===== src/hdl/pds_pkg.sv =====
/*
  pds_pkg: shared constants for the power-down sequencer and fault monitor.
  Assumes a 250 MHz control clock; times are kept in ns and turned into
  cycle counts here, least times rounded up.
*/
package pds_pkg;
  localparam int unsigned CLK_PERIOD_NS = 4;
  localparam int unsigned NUM_RAILS     = 8;

  // register indices on the register port
  localparam logic [2:0] REG_SEQ_BUCKS   = 3'h0;
  localparam logic [2:0] REG_SEQ_LINEARS = 3'h1;
  localparam logic [2:0] REG_SYS_CONTROL = 3'h2;
  localparam logic [2:0] REG_POWER_MASK  = 3'h3;
  localparam logic [2:0] REG_EVENT_STAT  = 3'h4;
  localparam logic [2:0] REG_POWER_OK    = 3'h5;

  // reset values
  localparam logic [7:0] SEQ_RESET  = 8'h00;
  localparam logic [7:0] CTRL_RESET = 8'h00;
  localparam logic [7:0] MASK_RESET = 8'h00;

  // field positions
  localparam int unsigned CTRL_OT_LSB = 0;
  localparam int unsigned CTRL_UV_LSB = 2;
  localparam int unsigned EVT_PG_TIMEOUT = 2;
  localparam int unsigned EVT_UV_STANDBY = 4;
  localparam int unsigned EVT_OT_STANDBY = 6;
  localparam int unsigned ALWAYS_ON_RAIL = 4;
  localparam int unsigned LINEAR_FIRST   = 5;

  // times in ns
  localparam longint unsigned STEP_NS     = 100_000_000;
  localparam longint unsigned FILTER_NS   = 50_000;
  localparam longint unsigned HOLD_NS     = 1_000_000;
  localparam longint unsigned PERSIST_NS  = 20_000_000;
  localparam longint unsigned PB_CLEAR_NS = 50_000_000;

  // cycle counts, rounded up
  localparam int unsigned STEP_CYC =
    int'((STEP_NS + CLK_PERIOD_NS - 1) / CLK_PERIOD_NS);
  localparam int unsigned FILTER_CYC =
    int'((FILTER_NS + CLK_PERIOD_NS - 1) / CLK_PERIOD_NS);
  localparam int unsigned HOLD_CYC =
    int'((HOLD_NS + CLK_PERIOD_NS - 1) / CLK_PERIOD_NS);
  localparam int unsigned PERSIST_CYC =
    int'((PERSIST_NS + CLK_PERIOD_NS - 1) / CLK_PERIOD_NS);
  localparam int unsigned PB_CLEAR_CYC =
    int'((PB_CLEAR_NS + CLK_PERIOD_NS - 1) / CLK_PERIOD_NS);

  localparam logic [1:0] LAST_STEP = 2'h3;

  typedef enum logic [1:0] {SEQ_IDLE, SEQ_RUN} pds_seq_t;
endpackage


===== src/hdl/pds_sequencer.sv =====
/*
  pds_sequencer: ordered rail shutdown after rails-active falls, supply and
  thermal fault capture, filtered power-good and the latched event output.
  Assumes rail enables, rails-active and the register port come from logic
  on mclk; comparator and pushbutton levels are asynchronous pins.
*/
`timescale 1ns/1ps

module pds_sequencer
  import pds_pkg::*;
#(
  parameter int unsigned STEP_CYCLES     = pds_pkg::STEP_CYC,
  parameter int unsigned FILTER_CYCLES   = pds_pkg::FILTER_CYC,
  parameter int unsigned HOLD_CYCLES     = pds_pkg::HOLD_CYC,
  parameter int unsigned PERSIST_CYCLES  = pds_pkg::PERSIST_CYC,
  parameter int unsigned PB_CLEAR_CYCLES = pds_pkg::PB_CLEAR_CYC
) (
  input  wire logic       mclk,
  input  wire logic       rst_n,
  input  wire logic       railsActive,
  input  wire logic [7:0] railEnReq,
  output logic      [7:0] railEn,
  input  wire logic       supplyUndervoltage,
  input  wire logic       dieOvertemperature,
  output logic            faultStandby,
  output logic      [2:0] uvWarnSel,
  output logic      [1:0] otWarnSel,
  input  wire logic [7:0] railAbove93,
  input  wire logic [7:0] railBelow92,
  output logic            powerGoodOe,
  input  wire logic       pushButton_n,
  output logic            irq_n,
  input  wire logic       regWrEn,
  input  wire logic [2:0] regAddr,
  input  wire logic [7:0] regWrData,
  output logic      [7:0] regRdData,
  input  wire logic       eventClearCmd
);
  import pds_pkg::*;

  // pin synchronisers, stage one read only by stage two
  // reset to idle levels: a released button must not look pressed
  logic [18:0] syncA_ff, syncB_ff;
  always_ff @(posedge mclk or negedge rst_n) begin
    if (!rst_n) begin
      syncA_ff <= 19'h00000;
      syncB_ff <= 19'h00000;
    end else begin
      syncA_ff <= {railBelow92, railAbove93, dieOvertemperature,
                   supplyUndervoltage, ~pushButton_n};
      syncB_ff <= syncA_ff;
    end
  end
  logic       pbLow, uvFault, otFault;
  logic [7:0] above93, below92;
  assign pbLow   = syncB_ff[0];
  assign uvFault = syncB_ff[1];
  assign otFault = syncB_ff[2];
  assign above93 = syncB_ff[10:3];
  assign below92 = syncB_ff[18:11];

  // delay code of a rail; the always-on rail and ones unsequenced give 0
  function automatic logic [1:0] delayCode(input logic [7:0] bucks,
                                           input logic [7:0] lins,
                                           input int unsigned idx);
    logic [1:0] code;
    code = 2'h0;
    if (idx < 4) code = bucks[2*idx +: 2];
    else if (idx >= LINEAR_FIRST)
      code = lins[2*(idx-LINEAR_FIRST) +: 2];
    return code;
  endfunction

  // registers written by software
  logic [7:0] seqBucks_ff, seqLin_ff, ctrl_ff, mask_ff;
  logic [7:0] nxt_seqBucks, nxt_seqLin, nxt_ctrl, nxt_mask;
  always_comb begin
    nxt_seqBucks = seqBucks_ff;
    nxt_seqLin   = seqLin_ff;
    nxt_ctrl     = ctrl_ff;
    nxt_mask     = mask_ff;
    if (regWrEn) begin
      case (regAddr)
        REG_SEQ_BUCKS:   nxt_seqBucks = regWrData;
        REG_SEQ_LINEARS: nxt_seqLin   = {2'h0, regWrData[5:0]};
        REG_SYS_CONTROL: nxt_ctrl     = regWrData;
        REG_POWER_MASK:  nxt_mask     = regWrData;
        default: ;
      endcase
    end
  end
  always_ff @(posedge mclk or negedge rst_n) begin
    if (!rst_n) begin
      seqBucks_ff <= SEQ_RESET;
      seqLin_ff   <= SEQ_RESET;
      ctrl_ff     <= CTRL_RESET;
      mask_ff     <= MASK_RESET;
    end else begin
      seqBucks_ff <= nxt_seqBucks;
      seqLin_ff   <= nxt_seqLin;
      ctrl_ff     <= nxt_ctrl;
      mask_ff     <= nxt_mask;
    end
  end

  // down sequence: 100 ms steps counted from the rails-active fall
  pds_seq_t   seqSt_ff, nxt_seqSt;
  logic       activeDly_ff, nxt_activeDly;
  logic [31:0] tick_ff, nxt_tick;
  logic [1:0] step_ff, nxt_step;
  logic [7:0] held_ff, nxt_held, railEn_ff, nxt_railEn;
  always_comb begin
    nxt_seqSt     = seqSt_ff;
    nxt_activeDly = railsActive;
    nxt_tick      = tick_ff;
    nxt_step      = step_ff;
    nxt_held      = held_ff;
    nxt_railEn    = railEnReq;
    if (activeDly_ff && !railsActive) begin
      nxt_seqSt = SEQ_RUN;
      nxt_held  = railEnReq;
      nxt_tick  = 32'h0;
      nxt_step  = 2'h0;
    end else if (seqSt_ff == SEQ_RUN) begin
      case (seqSt_ff)
        SEQ_RUN: begin
          if (tick_ff == STEP_CYCLES - 1) begin
            nxt_tick = 32'h0;
            nxt_step = step_ff + 2'h1;
            if (step_ff == LAST_STEP - 2'h1) nxt_seqSt = SEQ_IDLE;
          end else begin
            nxt_tick = tick_ff + 32'h1;
          end
        end
        default: nxt_seqSt = SEQ_IDLE;
      endcase
    end
    if (railsActive) begin
      nxt_seqSt = SEQ_IDLE;
    end else begin
      for (int i = 0; i < NUM_RAILS; i++) begin
        if (i != ALWAYS_ON_RAIL)
          nxt_railEn[i] = (activeDly_ff ? railEnReq[i] : held_ff[i]) &
            (delayCode(seqBucks_ff, seqLin_ff, i) > nxt_step) &
            (nxt_seqSt == SEQ_RUN);
      end
    end
  end
  always_ff @(posedge mclk or negedge rst_n) begin
    if (!rst_n) begin
      seqSt_ff     <= SEQ_IDLE;
      activeDly_ff <= 1'b0;
      tick_ff      <= 32'h0;
      step_ff      <= 2'h0;
      held_ff      <= 8'h00;
      railEn_ff    <= 8'h00;
    end else begin
      seqSt_ff     <= nxt_seqSt;
      activeDly_ff <= nxt_activeDly;
      tick_ff      <= nxt_tick;
      step_ff      <= nxt_step;
      held_ff      <= nxt_held;
      railEn_ff    <= nxt_railEn;
    end
  end

  // per-rail low filter and hold-off timers
  logic [7:0] lowCond, lowHeld;
  genvar g;
  generate
    for (g = 0; g < NUM_RAILS; g++) begin : gRail
      logic [31:0] filt_ff, nxt_filt, hold_ff, nxt_hold;
      always_comb begin
        nxt_filt = 32'h0;
        nxt_hold = 32'h0;
        if (railEn_ff[g] && below92[g])
          nxt_filt = (filt_ff == FILTER_CYCLES) ? filt_ff
                                                : filt_ff + 32'h1;
        if (filt_ff == FILTER_CYCLES) nxt_hold = HOLD_CYCLES;
        else if (hold_ff != 32'h0) nxt_hold = hold_ff - 32'h1;
      end
      always_ff @(posedge mclk or negedge rst_n) begin
        if (!rst_n) begin
          filt_ff <= 32'h0;
          hold_ff <= 32'h0;
        end else begin
          filt_ff <= nxt_filt;
          hold_ff <= nxt_hold;
        end
      end
      assign lowCond[g] = (filt_ff == FILTER_CYCLES);
      assign lowHeld[g] = lowCond[g] | (hold_ff != 32'h0);
    end
  endgenerate

  // power-good, persistence timer, faults, events and read-back
  logic [31:0] persist_ff, nxt_persist, pbCnt_ff, nxt_pbCnt;
  logic [7:0]  evt_ff, nxt_evt, rd_ff, nxt_rd;
  logic        pgOe_ff, nxt_pgOe, fault_ff, nxt_fault, irq_ff, nxt_irq;
  always_comb begin
    nxt_evt = evt_ff;
    // an open-drain pull low while any condition holds; once released,
    // a dip reaches the pin only through the filter, so glitches are ignored
    nxt_pgOe = (railEn_ff == 8'h00) |
               (pgOe_ff &
                ((railEn_ff & ~above93 & ~mask_ff) != 8'h00)) |
               ((lowHeld & ~mask_ff) != 8'h00);
    nxt_persist = (lowCond != 8'h00) ?
      ((persist_ff == PERSIST_CYCLES) ? persist_ff
                                      : persist_ff + 32'h1) : 32'h0;
    nxt_pbCnt = pbLow ? ((pbCnt_ff == PB_CLEAR_CYCLES) ? pbCnt_ff
                                                       : pbCnt_ff + 32'h1)
                      : 32'h0;
    nxt_fault = uvFault | otFault;
    // clear first so that a same-cycle event still sets its bit
    if (eventClearCmd || pbCnt_ff == PB_CLEAR_CYCLES) nxt_evt = 8'h00;
    if (persist_ff == PERSIST_CYCLES)
      nxt_evt[EVT_PG_TIMEOUT] = 1'b1;
    if (uvFault) nxt_evt[EVT_UV_STANDBY] = 1'b1;
    if (otFault) nxt_evt[EVT_OT_STANDBY] = 1'b1;
    nxt_irq = (nxt_evt == 8'h00);
    case (regAddr)
      REG_SEQ_BUCKS:   nxt_rd = seqBucks_ff;
      REG_SEQ_LINEARS: nxt_rd = seqLin_ff;
      REG_SYS_CONTROL: nxt_rd = ctrl_ff;
      REG_POWER_MASK:  nxt_rd = mask_ff;
      REG_EVENT_STAT:  nxt_rd = evt_ff;
      REG_POWER_OK:    nxt_rd = ~lowHeld;
      default:         nxt_rd = 8'h00;
    endcase
  end
  always_ff @(posedge mclk or negedge rst_n) begin
    if (!rst_n) begin
      persist_ff <= 32'h0;
      pbCnt_ff   <= 32'h0;
      evt_ff     <= 8'h00;
      rd_ff      <= 8'h00;
      pgOe_ff    <= 1'b1;
      fault_ff   <= 1'b0;
      irq_ff     <= 1'b1;
    end else begin
      persist_ff <= nxt_persist;
      pbCnt_ff   <= nxt_pbCnt;
      evt_ff     <= nxt_evt;
      rd_ff      <= nxt_rd;
      pgOe_ff    <= nxt_pgOe;
      fault_ff   <= nxt_fault;
      irq_ff     <= nxt_irq;
    end
  end

  assign railEn       = railEn_ff;
  assign faultStandby = fault_ff;
  assign uvWarnSel    = ctrl_ff[CTRL_UV_LSB +: 3];
  assign otWarnSel    = ctrl_ff[CTRL_OT_LSB +: 2];
  assign powerGoodOe  = pgOe_ff;
  assign irq_n        = irq_ff;
  assign regRdData    = rd_ff;
endmodule // pds_sequencer


===== config.mk =====
export PLATFORM = sky130hd
export DESIGN_NAME = pds_sequencer
export DESIGN_NICKNAME = d
export VERILOG_FILES = /design/src/hdl/pds_pkg.sv /design/src/hdl/pds_sequencer.sv
export SDC_FILE = /design/constraint.sdc
export NUM_CORES = 1
export LEC_CHECK = 0
export ABC_AREA = 0
export BUFFER_PORTS_ARGS = -buffer_cell sky130_fd_sc_hd__buf_2
export CAP_MARGIN = 20
export CORE_ASPECT_RATIO = 1.25
export CORE_UTILIZATION = 63
export DETAILED_ROUTE_END_ITERATION = 16
export GPL_ROUTABILITY_DRIVEN = 0
export PLACE_DENSITY = 0.91
export SLEW_MARGIN = 30
export SYNTH_ARGS = -nofsm -noshare
export SYNTH_HDL_FRONTEND = slang
export SYNTH_SLANG_ARGS = --single-unit
export TNS_END_PERCENT = 5

===== constraint.sdc =====
create_clock -name mclk -period 3.5 [get_ports mclk]
set_clock_uncertainty 0.15 [all_clocks]
set_input_delay 0.35 -clock mclk [delete_from_list [all_inputs] [get_ports mclk]]
set_output_delay 0.35 -clock mclk [all_outputs]
set_load 0.1 [all_outputs]

# Word level (Yosys, flattened, before mapping)
# Index checks and enable logic that the tools add are counted.
# word_totals
output_inout_bits	24
input_bits	43
ff_bits	716
# op_classes
bitwise_logic	33
eq_ne	29
addsub	20
muxes	68
n_lt_le_gt_ge	7
reduce_logical	30
# op_table
cell	count
$mux 32	39
$add 32x1->32 const B	11
$eq 32x14->1 const B	8
$reduce_bool 32->1	8
$sub 32x1->32 const B	8
$pmux 8 s6	1
$eq 32x23->1 const B	1
$eq 32x24->1 const B	1
$eq 32x25->1 const B	1
$mux 2	15
$and 8x8->8	3
$not 8->8	3
$reduce_bool 8->1	3
$ne 2x2->1 const B	10
$logic_not 8->1	2
$and 1x1->1	15
$gt 2x2->1	7
$or 1x1->1	11
$mux 1	10
$logic_and 1x1->1	9
$mux 8	1
$reduce_and 2->1	4
$eq 3x2->1 const B	2
$eq 3x3->1 const B	2
other kinds (11)	12

# Depth between registers and ports, before layout
# Gate-level depths: netlist of run 1.
# logic_depth
word_depth	8
ltp_mapped	12
ltp_nobuf	12

# Worst setup path after synthesis of run 1
# No wires, ideal clock.
# synth_timing
path_kind	reg2reg
startpoint	reg gRail[3].hold_ff[12]
endpoint	reg pgOe_ff, in the netlist powerGoodOe
t_arrival_ns	2.740
path_buffers	2
required_time_ns	3.256
path_stages_with_launch	9
setup_ns	0.094
path_slack_ns	0.516
path_cell_list	dfrtp_1 or4_4 or4_1 buf_2 or4_4 buf_6 nor2b_4 o211a_1 or4b_1
# synth_via
elab_chain_cells	5
# synth_rtl
element	line_no	text
start, declared	pds_sequencer.sv:172	logic [31:0] filt_ff, nxt_filt, hold_ff, nxt_hold;
start signal, assigned	pds_sequencer.sv:188	hold_ff <= nxt_hold;
$reduce_bool 32->1	pds_sequencer.sv:192	assign lowHeld[g] = lowCond[g] | (hold_ff != 32'h0);
$or 1x1->1	pds_sequencer.sv:192	
$and 8x8->8	pds_sequencer.sv:207	((lowHeld & ~mask_ff) != 8'h00);
$reduce_bool 8->1	pds_sequencer.sv:207	
$or 1x1->1	pds_sequencer.sv:206	((railEn_ff & ~above93 & ~mask_ff) != 8'h00)) |
named net nxt_pgOe	pds_sequencer.sv:199	logic pgOe_ff, nxt_pgOe, fault_ff, nxt_fault, irq_ff, nxt_irq;
end signal, assigned	pds_sequencer.sv:246	pgOe_ff <= nxt_pgOe;
end, declared	pds_sequencer.sv:199	
# The timed path passes the listed nets, and every way through them passes these cells.
# A chain may end at the register's enable or synchronous reset.

# Worst setup path after layout of run 1
# layout_timing
startpoint	reg tick_ff[15]
endpoint	reg railEn_ff[5], in the netlist railEn[5]
# layout_via
elab_chain_cells	8
elab_cells_between_ends	12
# layout_rtl
element	line_no	text
start, declared	pds_sequencer.sv:109	logic [31:0] tick_ff, nxt_tick;
start signal, assigned	pds_sequencer.sv:160	tick_ff <= nxt_tick;
$eq 32x25->1 (*)	pds_sequencer.sv:127	if (tick_ff == STEP_CYCLES - 1) begin
$mux 2	pds_sequencer.sv:127	
$mux 2	pds_sequencer.sv:124	end else if (seqSt_ff == SEQ_RUN) begin
$mux 2	pds_sequencer.sv:119	if (activeDly_ff && !railsActive) begin
$gt 2x2->1	pds_sequencer.sv:144	(delayCode(seqBucks_ff, seqLin_ff, i) > nxt_step) &
$and 1x1->1	pds_sequencer.sv:143	nxt_railEn[i] = (activeDly_ff ? railEnReq[i] : held_ff[i]) &
$and 1x1->1 (*)	pds_sequencer.sv:144	
$mux 3 (*)	pds_sequencer.sv:138	if (railsActive) begin
named net nxt_railEn[5]	pds_sequencer.sv:111	logic [7:0] held_ff, nxt_held, railEn_ff, nxt_railEn;
end signal, assigned	pds_sequencer.sv:163	railEn_ff <= nxt_railEn;
end, declared	pds_sequencer.sv:111	
# The timed path passes the listed nets; every way through them passes the cells marked *.

==> results.yml, run 1 <==
run_status:
  status: "complete, no violations"
clocking:
  cts_made_buffers: 71
  cts_num_sinks: 715
  clk_pin_slew_ps: 70
  htree_levels: 3
  insertion_delay_ps: 630
  clockBufferDepth: 3
  tritoncts: "built"
  cts_resized: 0
  cts-root-buf: "clkbuf_16"
pwr:
  p_seq_frac: 0.490
  p_leak_nw: 18.1
  ir_drop_mv: 0.323
  clock_power_share: 0.450
  power_frac_comb: 0.061
  p_switching_mw: 4.29
  p_per_area_nw_per_um2: 456
  swShare: 0.244
  power.internal_mw: 13.3
worst_setup_path:
  cp_max_fo: 8
  reg2reg_slack_ps: 340
  reg2reg_to: "railEn[5]"
  worstSetupEndpoint: "railEn[5]"
  cp_data_arrival_time_ps: 3500
  cp-startpoint: "tick_ff[15]"
  worstPathRequired_ps: 3850
  end_kind: "flop"
  crit_path_start_kind: "flop"
  crit_type: "flop to flop"
  worstRegToRegCells: 11
  regToRegStartpoint: "tick_ff[15]"
placement:
  hpwl_um: 49400
  portBuffers: 66
die:
  dieHeight_um: 264
  coreArea_um2: 54000
  die_w_um: 211
  dieArea_um2: 55700
  rows: 95
  ios: 67
  initial_core_util: 0.640
synth:
  avgSynthCellArea_um2: 9.82
  synth-edff-count: 0
  synth.net_count: 3611
  yosysSeqAreaShare: 0.518
  synth_ff_type: "dfrtp_1"
  ys_types: 64
  synthCells: 3516
  yosysWarnings: 0
  synth_area_um2: 34500
  ys_ff_latch: 715
  synthArstFlopShare: 1.00
global_routing:
  track_usage: 0.297
  overflow: 0
  grt_start_max_net_pins: 120
  grt_pass1_vias: 27175
  antenna_found_initial: 10
  grt_pass1_wl_um: 135000
timing:
  period_needed_ps: 3160
  holdWs_ps: 106
  post-route-period-util: 0.902
  finalMaxSlewViolations: 0
  setup_violations: 0
  clock.fmax_ghz: 0.317
  slew_headroom: 0.346
  hold_viol: 0
  setup_tns_ps: 0
  rsz0062_at_grt: "no"
  tightestPinTransition_ps: 967
drt:
  vias: 27147
  ant_nets: 0
  wl_met3_um: 6020
  drt-wirelength-per-cell_um: 18.6
  drcViolationCount: 0
  drt-total-wl_um: 82100
  dr.pass1.iters: 6
  avgViaCountPerCell: 6.15
  top_layer: "met5"
  wl_met2_um: 40300
  drt_iter0_markers: 2764
  wl_met1_um: 31400
final_layout:
  nets: 3723
  area_growth_pct: 11.7
  drive_gt1_frac: 0.0782
hold_path:
  hp-class: "primary input to async pin"
flow_run:
  cap_violations: 0
## final cells by class
class | instances | area (µm²)
Antenna cell | 4 | 10.0
Multi-Input combinational cell | 2594 | 15900
Clock inverter | 22 | 275
Sequential cell | 715 | 17900
Tap cell | 727 | 910
Clock buffer | 105 | 2110
Inverter | 96 | 360
Fill cell | 3367 | 15400
Timing Repair Buffer | 150 | 1130
## registers in the layout, indices dropped and copies added, names as in the netlist, 19 cells and up
| signal | cells |
|---|---|
| gRail.filt_ff | 256 |
| gRail.hold_ff | 256 |
| pbCnt_ff | 32 |
| persist_ff | 32 |
| tick_ff | 32 |
| syncA_ff | 19 |
| syncB_ff | 19 |
## synth_stat cells, drive strengths merged (17+ instances only)
cell type	instances	share of area
a21oi	78	0.011
and2	48	0.0087
and3	33	0.0060
and4	36	0.0091
buf	21	0.0034
clkbuf	90	0.0098
dfrtp	713	0.52
ha	52	0.019
inv	96	0.010
mux2	25	0.0082
nand2	265	0.029
nand3	140	0.020
nand4	111	0.020
nor2	621	0.068
nor2b	17	0.0033
nor3	126	0.018
nor4	133	0.024
nor4b	26	0.0066
o21ai	92	0.013
or3	70	0.013
or4	54	0.012
xnor2	279	0.071
xor2	243	0.062
## through the flow
step	power [mW]	util	std cells	area, µm²	setup slack [ps]
3_3_place_gp	9.69	0.662	4243	35700	468
3_5_place_dp	9.72	0.662	4243	35700	391
2_1_floorplan	9.32	-	3516	34500	516
6_report	17.6	0.714	4413	38500	343
5_1_grt	18.0	0.714	4413	38500	151
4_1_cts	17.6	0.714	4409	38500	341
## cells by family after synthesis
family                     synth area share
AOI/OAI and AO/OA                    0.0399
xor gates and xnor gates              0.132
adders and majority gates            0.0189
buffers and inverters                0.0237
DFF                                   0.518
muxes                                0.0140
and+or+nand+nor                       0.253
## worst min path at each step
stage               startpoint                   end  slack, ps  depth (start not counted)
finish                   rst_n  gRail[6].filt_ff[20]        110                          2
global route        regAddr[0]          regRdData[5]        150                          2
CTS                 regAddr[0]          regRdData[5]        110                          2
detailed placement       rst_n  gRail[6].filt_ff[21]        170                          1
global placement         rst_n  gRail[6].filt_ff[20]        170                          1
floorplan                rst_n          activeDly_ff       -100                          0
## per-layer routing
layer | track usage | vias to the layer above
met5 | 0 | -
met4 | 0.165 | 10
met3 | 0.0566 | 312
met2 | 0.491 | 1125
met1 | 0.366 | 13375
li1 | - | 12325
## power by group through the flow
stage                     clock (mW)  sequential, mW  combinational, mW
after floorplan                    0            8.84              0.479
after global placement             0            8.72              0.970
after detailed placement           0            8.73              0.994
after CTS                       7.94            8.58               1.05
after global routing            8.27            8.60               1.15
final                           7.90            8.60               1.07
## timing repair
action | CTS | global route
hold endpoints to repair | 126 | 0
setup buffers | 0 | 0
hold buffers | 39 | 0
## cells in the final DEF (no fill, tap or decap), drive strengths merged, types with 78 or more instances in the layout
cell type,Yosys,layout
dfrtp,713,713
clkbuf,90,105
a21oi,78,78
nand2,265,265
xnor2,279,279
nor3,126,126
o21ai,92,92
xor2,243,243
inv,96,99
nand3,140,140
nand4,111,111
nor4,133,133
buf,21,111
nor2,621,621
## critical path, stage by stage (launching register included)
cell and delay [ps]:
dfrtp_1 440, nor4b_1 380, nand4_1 220, nor4_1 260, buf_4 170, nor2_1 40
a211o_1 410, ha_1 360, a21oi_1 160, a21oi_1 80, a21o_1 180, a32o_1 190
Note: power is estimated with default switching activity, not from simulation.
==> run 2: changes to the inputs <==
- BUFFER_PORTS_ARGS: -buffer_cell sky130_fd_sc_hd__buf_2 -> -buffer_cell sky130_fd_sc_hd__clkbuf_2
- CORE_UTILIZATION: 63 -> 25
- PLACE_DENSITY: 0.91 -> 0.5
==> results.yml, run 2 (synthesized netlist as in run 1, its figures left out) <==
placement:
  hpwl_um: 55800
  dp.cells: 5399
  portBuffers: 66
  dpl-instance-area_um2: 37500
worst_setup_path:
  regToRegStartpoint: "gRail[1].hold_ff[12]"
  end_kind: "flop"
  crit_path_start_kind: "flop"
  worstRegToRegCells: 6
  reg2reg_slack_ps: 270
  crit_type: "flop to flop"
  cp_max_fo: 11
  worstPathRequired_ps: 3900
  cp_data_arrival_time_ps: 3630
  reg2reg_to: "gRail[1].hold_ff[10]"
clocking:
  clk_pin_slew_ps: 60
  cts_resized: 0
  insertion_delay_ps: 670
  cts_made_buffers: 84
  cts_num_sinks: 715
  tritoncts: "built"
  cts-root-buf: "clkbuf_16"
  htree_levels: 3
  clockBufferDepth: 3
pwr:
  p_per_area_nw_per_um2: 458
  power_frac_comb: 0.059
  p_leak_nw: 18.5
  swShare: 0.244
  ir_drop_mv: 0.308
  clock_power_share: 0.480
  power.internal_mw: 14.1
  p_seq_frac: 0.461
  p_switching_mw: 4.56
  total_power_mw: 18.7
die:
  dieArea_um2: 140000
  dieHeight_um: 417
  die_w_um: 334
  initial_core_util: 0.252
  coreArea_um2: 137000
  rows: 152
  ios: 67
drt:
  drt-wirelength-per-cell_um: 14.5
  vias: 25131
  avgViaCountPerCell: 4.49
  drt_iter0_markers: 1426
  dr.pass1.iters: 4
  ant_nets: 0
  drt-total-wl_um: 81100
  drcViolationCount: 0
global_routing:
  antenna_found_initial: 18
  grt_pass1_wl_um: 136000
  grt_start_max_net_pins: 94
  track_usage: 0.119
  overflow: 0
  grt_pass1_vias: 25360
timing:
  clock.fmax_ghz: 0.310
  setup_tns_ps: 0
  period_needed_ps: 3230
  holdWs_ps: 112
  rsz0062_at_grt: "no"
  finalMaxSlewViolations: 0
  post-route-period-util: 0.923
  setup_violations: 0
  hold_viol: 0
  tightestPinTransition_ps: 916
  slew_headroom: 0.387
final_layout:
  final_cell_area_um2: 40700
  layout_common_cells: "dfrtp_1, nor2_1, xnor2_1, nand2_1, xor2_1"
  largestRegisters: "gRail.filt_ff (256), gRail.hold_ff (256)"
  nets: 3771
  final_common_cell: "dfrtp_1"
  drive_gt1_frac: 0.0912
  area_growth_pct: 18.0
  final_cells: 5594
flow_run:
  cap_violations: 0
hold_path:
  hp-class: "primary input to async pin"
run_status:
  status: "complete, no violations"
run 2: worst max-delay path by stage:
stage / startpoint / end / slack (ps) / cells after the start
CTS: gRail[1].hold_ff[12] / gRail[1].hold_ff[10] / 260 / 6
global route: tick_ff[15] / railEn[0] / 40 / 11
detailed placement: gRail[1].hold_ff[12] / gRail[1].hold_ff[10] / 280 / 6
finish: gRail[1].hold_ff[12] / gRail[1].hold_ff[10] / 270 / 6
floorplan: gRail[3].hold_ff[12] / powerGoodOe / 520 / 8
global placement: gRail[2].hold_ff[5] / gRail[2].hold_ff[26] / 310 / 5
run 2: routing by layer:
layer / GRT usage / wire, µm / up-vias
met3: 0.0244 / 3600 / 116
li1: - / - / 12395
met4: 0.0380 / 1730 / 20
met5: 0 / 120 / -
met1: 0.163 / 39500 / 12329
met2: 0.186 / 36100 / 271
run 2: final cells by class:
class | count | area, µm²
multi-input combinational | 2594 | 15900
antenna | 5 | 12.5
fill | 14285 | 96400
sequential | 715 | 17900
tap | 1848 | 2310
timing repair buffer | 185 | 1470
clock inverter | 25 | 318
clock buffer | 126 | 2490
inverter | 96 | 360
run 2: critical path: stages (launching register included):
cell and delay [ps]:
dfrtp_1 420, or4_1 650, or4b_4 600, or4_4 580
o31ai_4 390, buf_4 260, nor2_1 70
run 2: stage by stage:
step | utilization | worst slack (ps)
global route | 0.297 | 40.9
global placement | 0.273 | 307
finish | 0.297 | 271
detailed placement | 0.274 | 282
floorplan | - | 516
CTS | 0.297 | 263
run 2: power groups by stage:
stage               logic [mW]  registers (mW)  clock network [mW]
global route              1.21            8.61                9.63
floorplan                0.479            8.84                   0
global placement          1.07            8.75                   0
finish                    1.10            8.61                8.95
detailed placement        1.07            8.75                   0
CTS                       1.12            8.60                9.32
run 2: repair_timing:
item,CTS,global route
endpoints found under the hold margin,167,0
buffers inserted,0,0
hold buffers,39,0
==> run 3: changes to the inputs <==
- CORE_MARGIN: default -> 2
- SLEW_MARGIN: 30 -> 20
==> results.yml, run 3 (synthesized netlist as in run 1, its figures left out) <==
run_status:
  status: "complete, no violations"
drt:
  drcViolationCount: 0
  drt-wirelength-per-cell_um: 14.5
  avgViaCountPerCell: 4.51
  drt_iter0_markers: 1409
  ant_nets: 0
  drt-total-wl_um: 80600
  vias: 25129
  dr.pass1.iters: 5
final_layout:
  largestRegisters: "gRail.filt_ff (256), gRail.hold_ff (256)"
  regArea_um2: 17900
  drive_gt1_frac: 0.0883
  nets: 3757
  final_common_cell: "dfrtp_1"
  multi_input_area_um2: 15900
  final_cells: 5573
  layout_common_cells: "dfrtp_1, nor2_1, xnor2_1, nand2_1, xor2_1"
  fill_cells: 14271
  area_growth_pct: 17.4
global_routing:
  grt_start_max_net_pins: 126
  antenna_found_initial: 20
  grt_pass1_vias: 25174
  track_usage: 0.116
  overflow: 0
  grt_pass1_wl_um: 135000
die:
  dieHeight_um: 419
  dieArea_um2: 141000
  initial_core_util: 0.252
  die_w_um: 336
  rows: 152
  coreArea_um2: 137000
  ios: 67
timing:
  finalMaxSlewViolations: 0
  hold_viol: 0
  post-route-period-util: 0.893
  slew_headroom: 0.405
  setup_violations: 0
  period_needed_ps: 3130
  setup_tns_ps: 0
  tightestPinTransition_ps: 889
  rsz0062_at_grt: "no"
  clock.fmax_ghz: 0.320
worst_setup_path:
  cp_max_fo: 8
  crit_path_start_kind: "flop"
  end_kind: "flop"
  worstPathRequired_ps: 3870
  cp_data_arrival_time_ps: 3500
  crit_type: "flop to flop"
clocking:
  cts_num_sinks: 715
  insertion_delay_ps: 660
  tritoncts: "built"
  cts_resized: 0
  htree_levels: 3
  cts-root-buf: "clkbuf_16"
  clk_pin_slew_ps: 50
  cts_made_buffers: 84
  clockBufferDepth: 3
pwr:
  p_per_area_nw_per_um2: 454
  ir_drop_mv: 0.349
  p_leak_nw: 18.4
placement:
  hpwl_um: 54800
  portBuffers: 66
  dp.cells: 5385
flow_run:
  cap_violations: 0
hold_path:
  hp-class: "primary input to async pin"
## run 3: what timing repair did
| item | CTS | global route |
|---|---|---|
| buffers inserted | 0 | 0 |
| hold buffers | 39 | 0 |
| hold endpoints to repair | 314 | 0 |
## run 3: layout make-up
class,instances,area share
Antenna cell,1,0.0000618
Clock inverter,22,0.00525
Tap cell,1848,0.0571
Multi-Input combinational cell,2594,0.391
Sequential cell,715,0.442
Clock buffer,126,0.0622
Inverter,96,0.00889
Timing Repair Buffer,171,0.0335
## run 3: routing by layer
metal	vias to the layer above	GRT usage	wire (µm)
li1	12355	-	-
met1	12351	0.162	39400
met2	284	0.182	36100
met3	111	0.0239	3490
met4	28	0.0341	1470
met5	-	0	169
## run 3: final timing paths
kind                                              to  depth (start not counted)         from  slack [ps]
max in group asynchronous                powerGoodOe                          4        rst_n        2020
min in group mclk                        syncB_ff[6]                          0  syncA_ff[6]         190
worst min register to register           syncB_ff[6]                          0  syncA_ff[6]         190
worst min-delay path            gRail[1].filt_ff[31]                          2        rst_n          80
worst max register to register             railEn[5]                         11  tick_ff[28]         370
worst max-delay path                       railEn[5]                         11  tick_ff[28]         370
## run 3: report_power, final
group / total [mW] / switching [mW] / internal [mW]
Clock: 8.70 / 3.53 / 5.17
Combinational: 1.09 / 0.793 / 0.295
Sequential: 8.61 / 0.187 / 8.43
## run 3: critical path: stages (launching register included)
cell     delay, ps
dfrtp_1        410
nor4_1         380
nand4_1        200
nor4_1         300
buf_4          190
nor2_1          40
a211o_1        410
ha_1           350
a21oi_1        130
a21oi_1         70
a21o_1         180
a32o_1         200
## run 3: stage by stage
step	instance area, µm²	utilization	hold slack [ps]	power, mW	setup WS, ps
final	40500	0.295	80.0	18.4	373
after global placement	37300	0.272	159	9.82	261
after global routing	40500	0.295	99.1	19.2	133
after floorplan	34500	-	-95.6	9.32	516
after detailed placement	37400	0.273	161	9.82	265
after CTS	40500	0.295	55.0	18.8	272
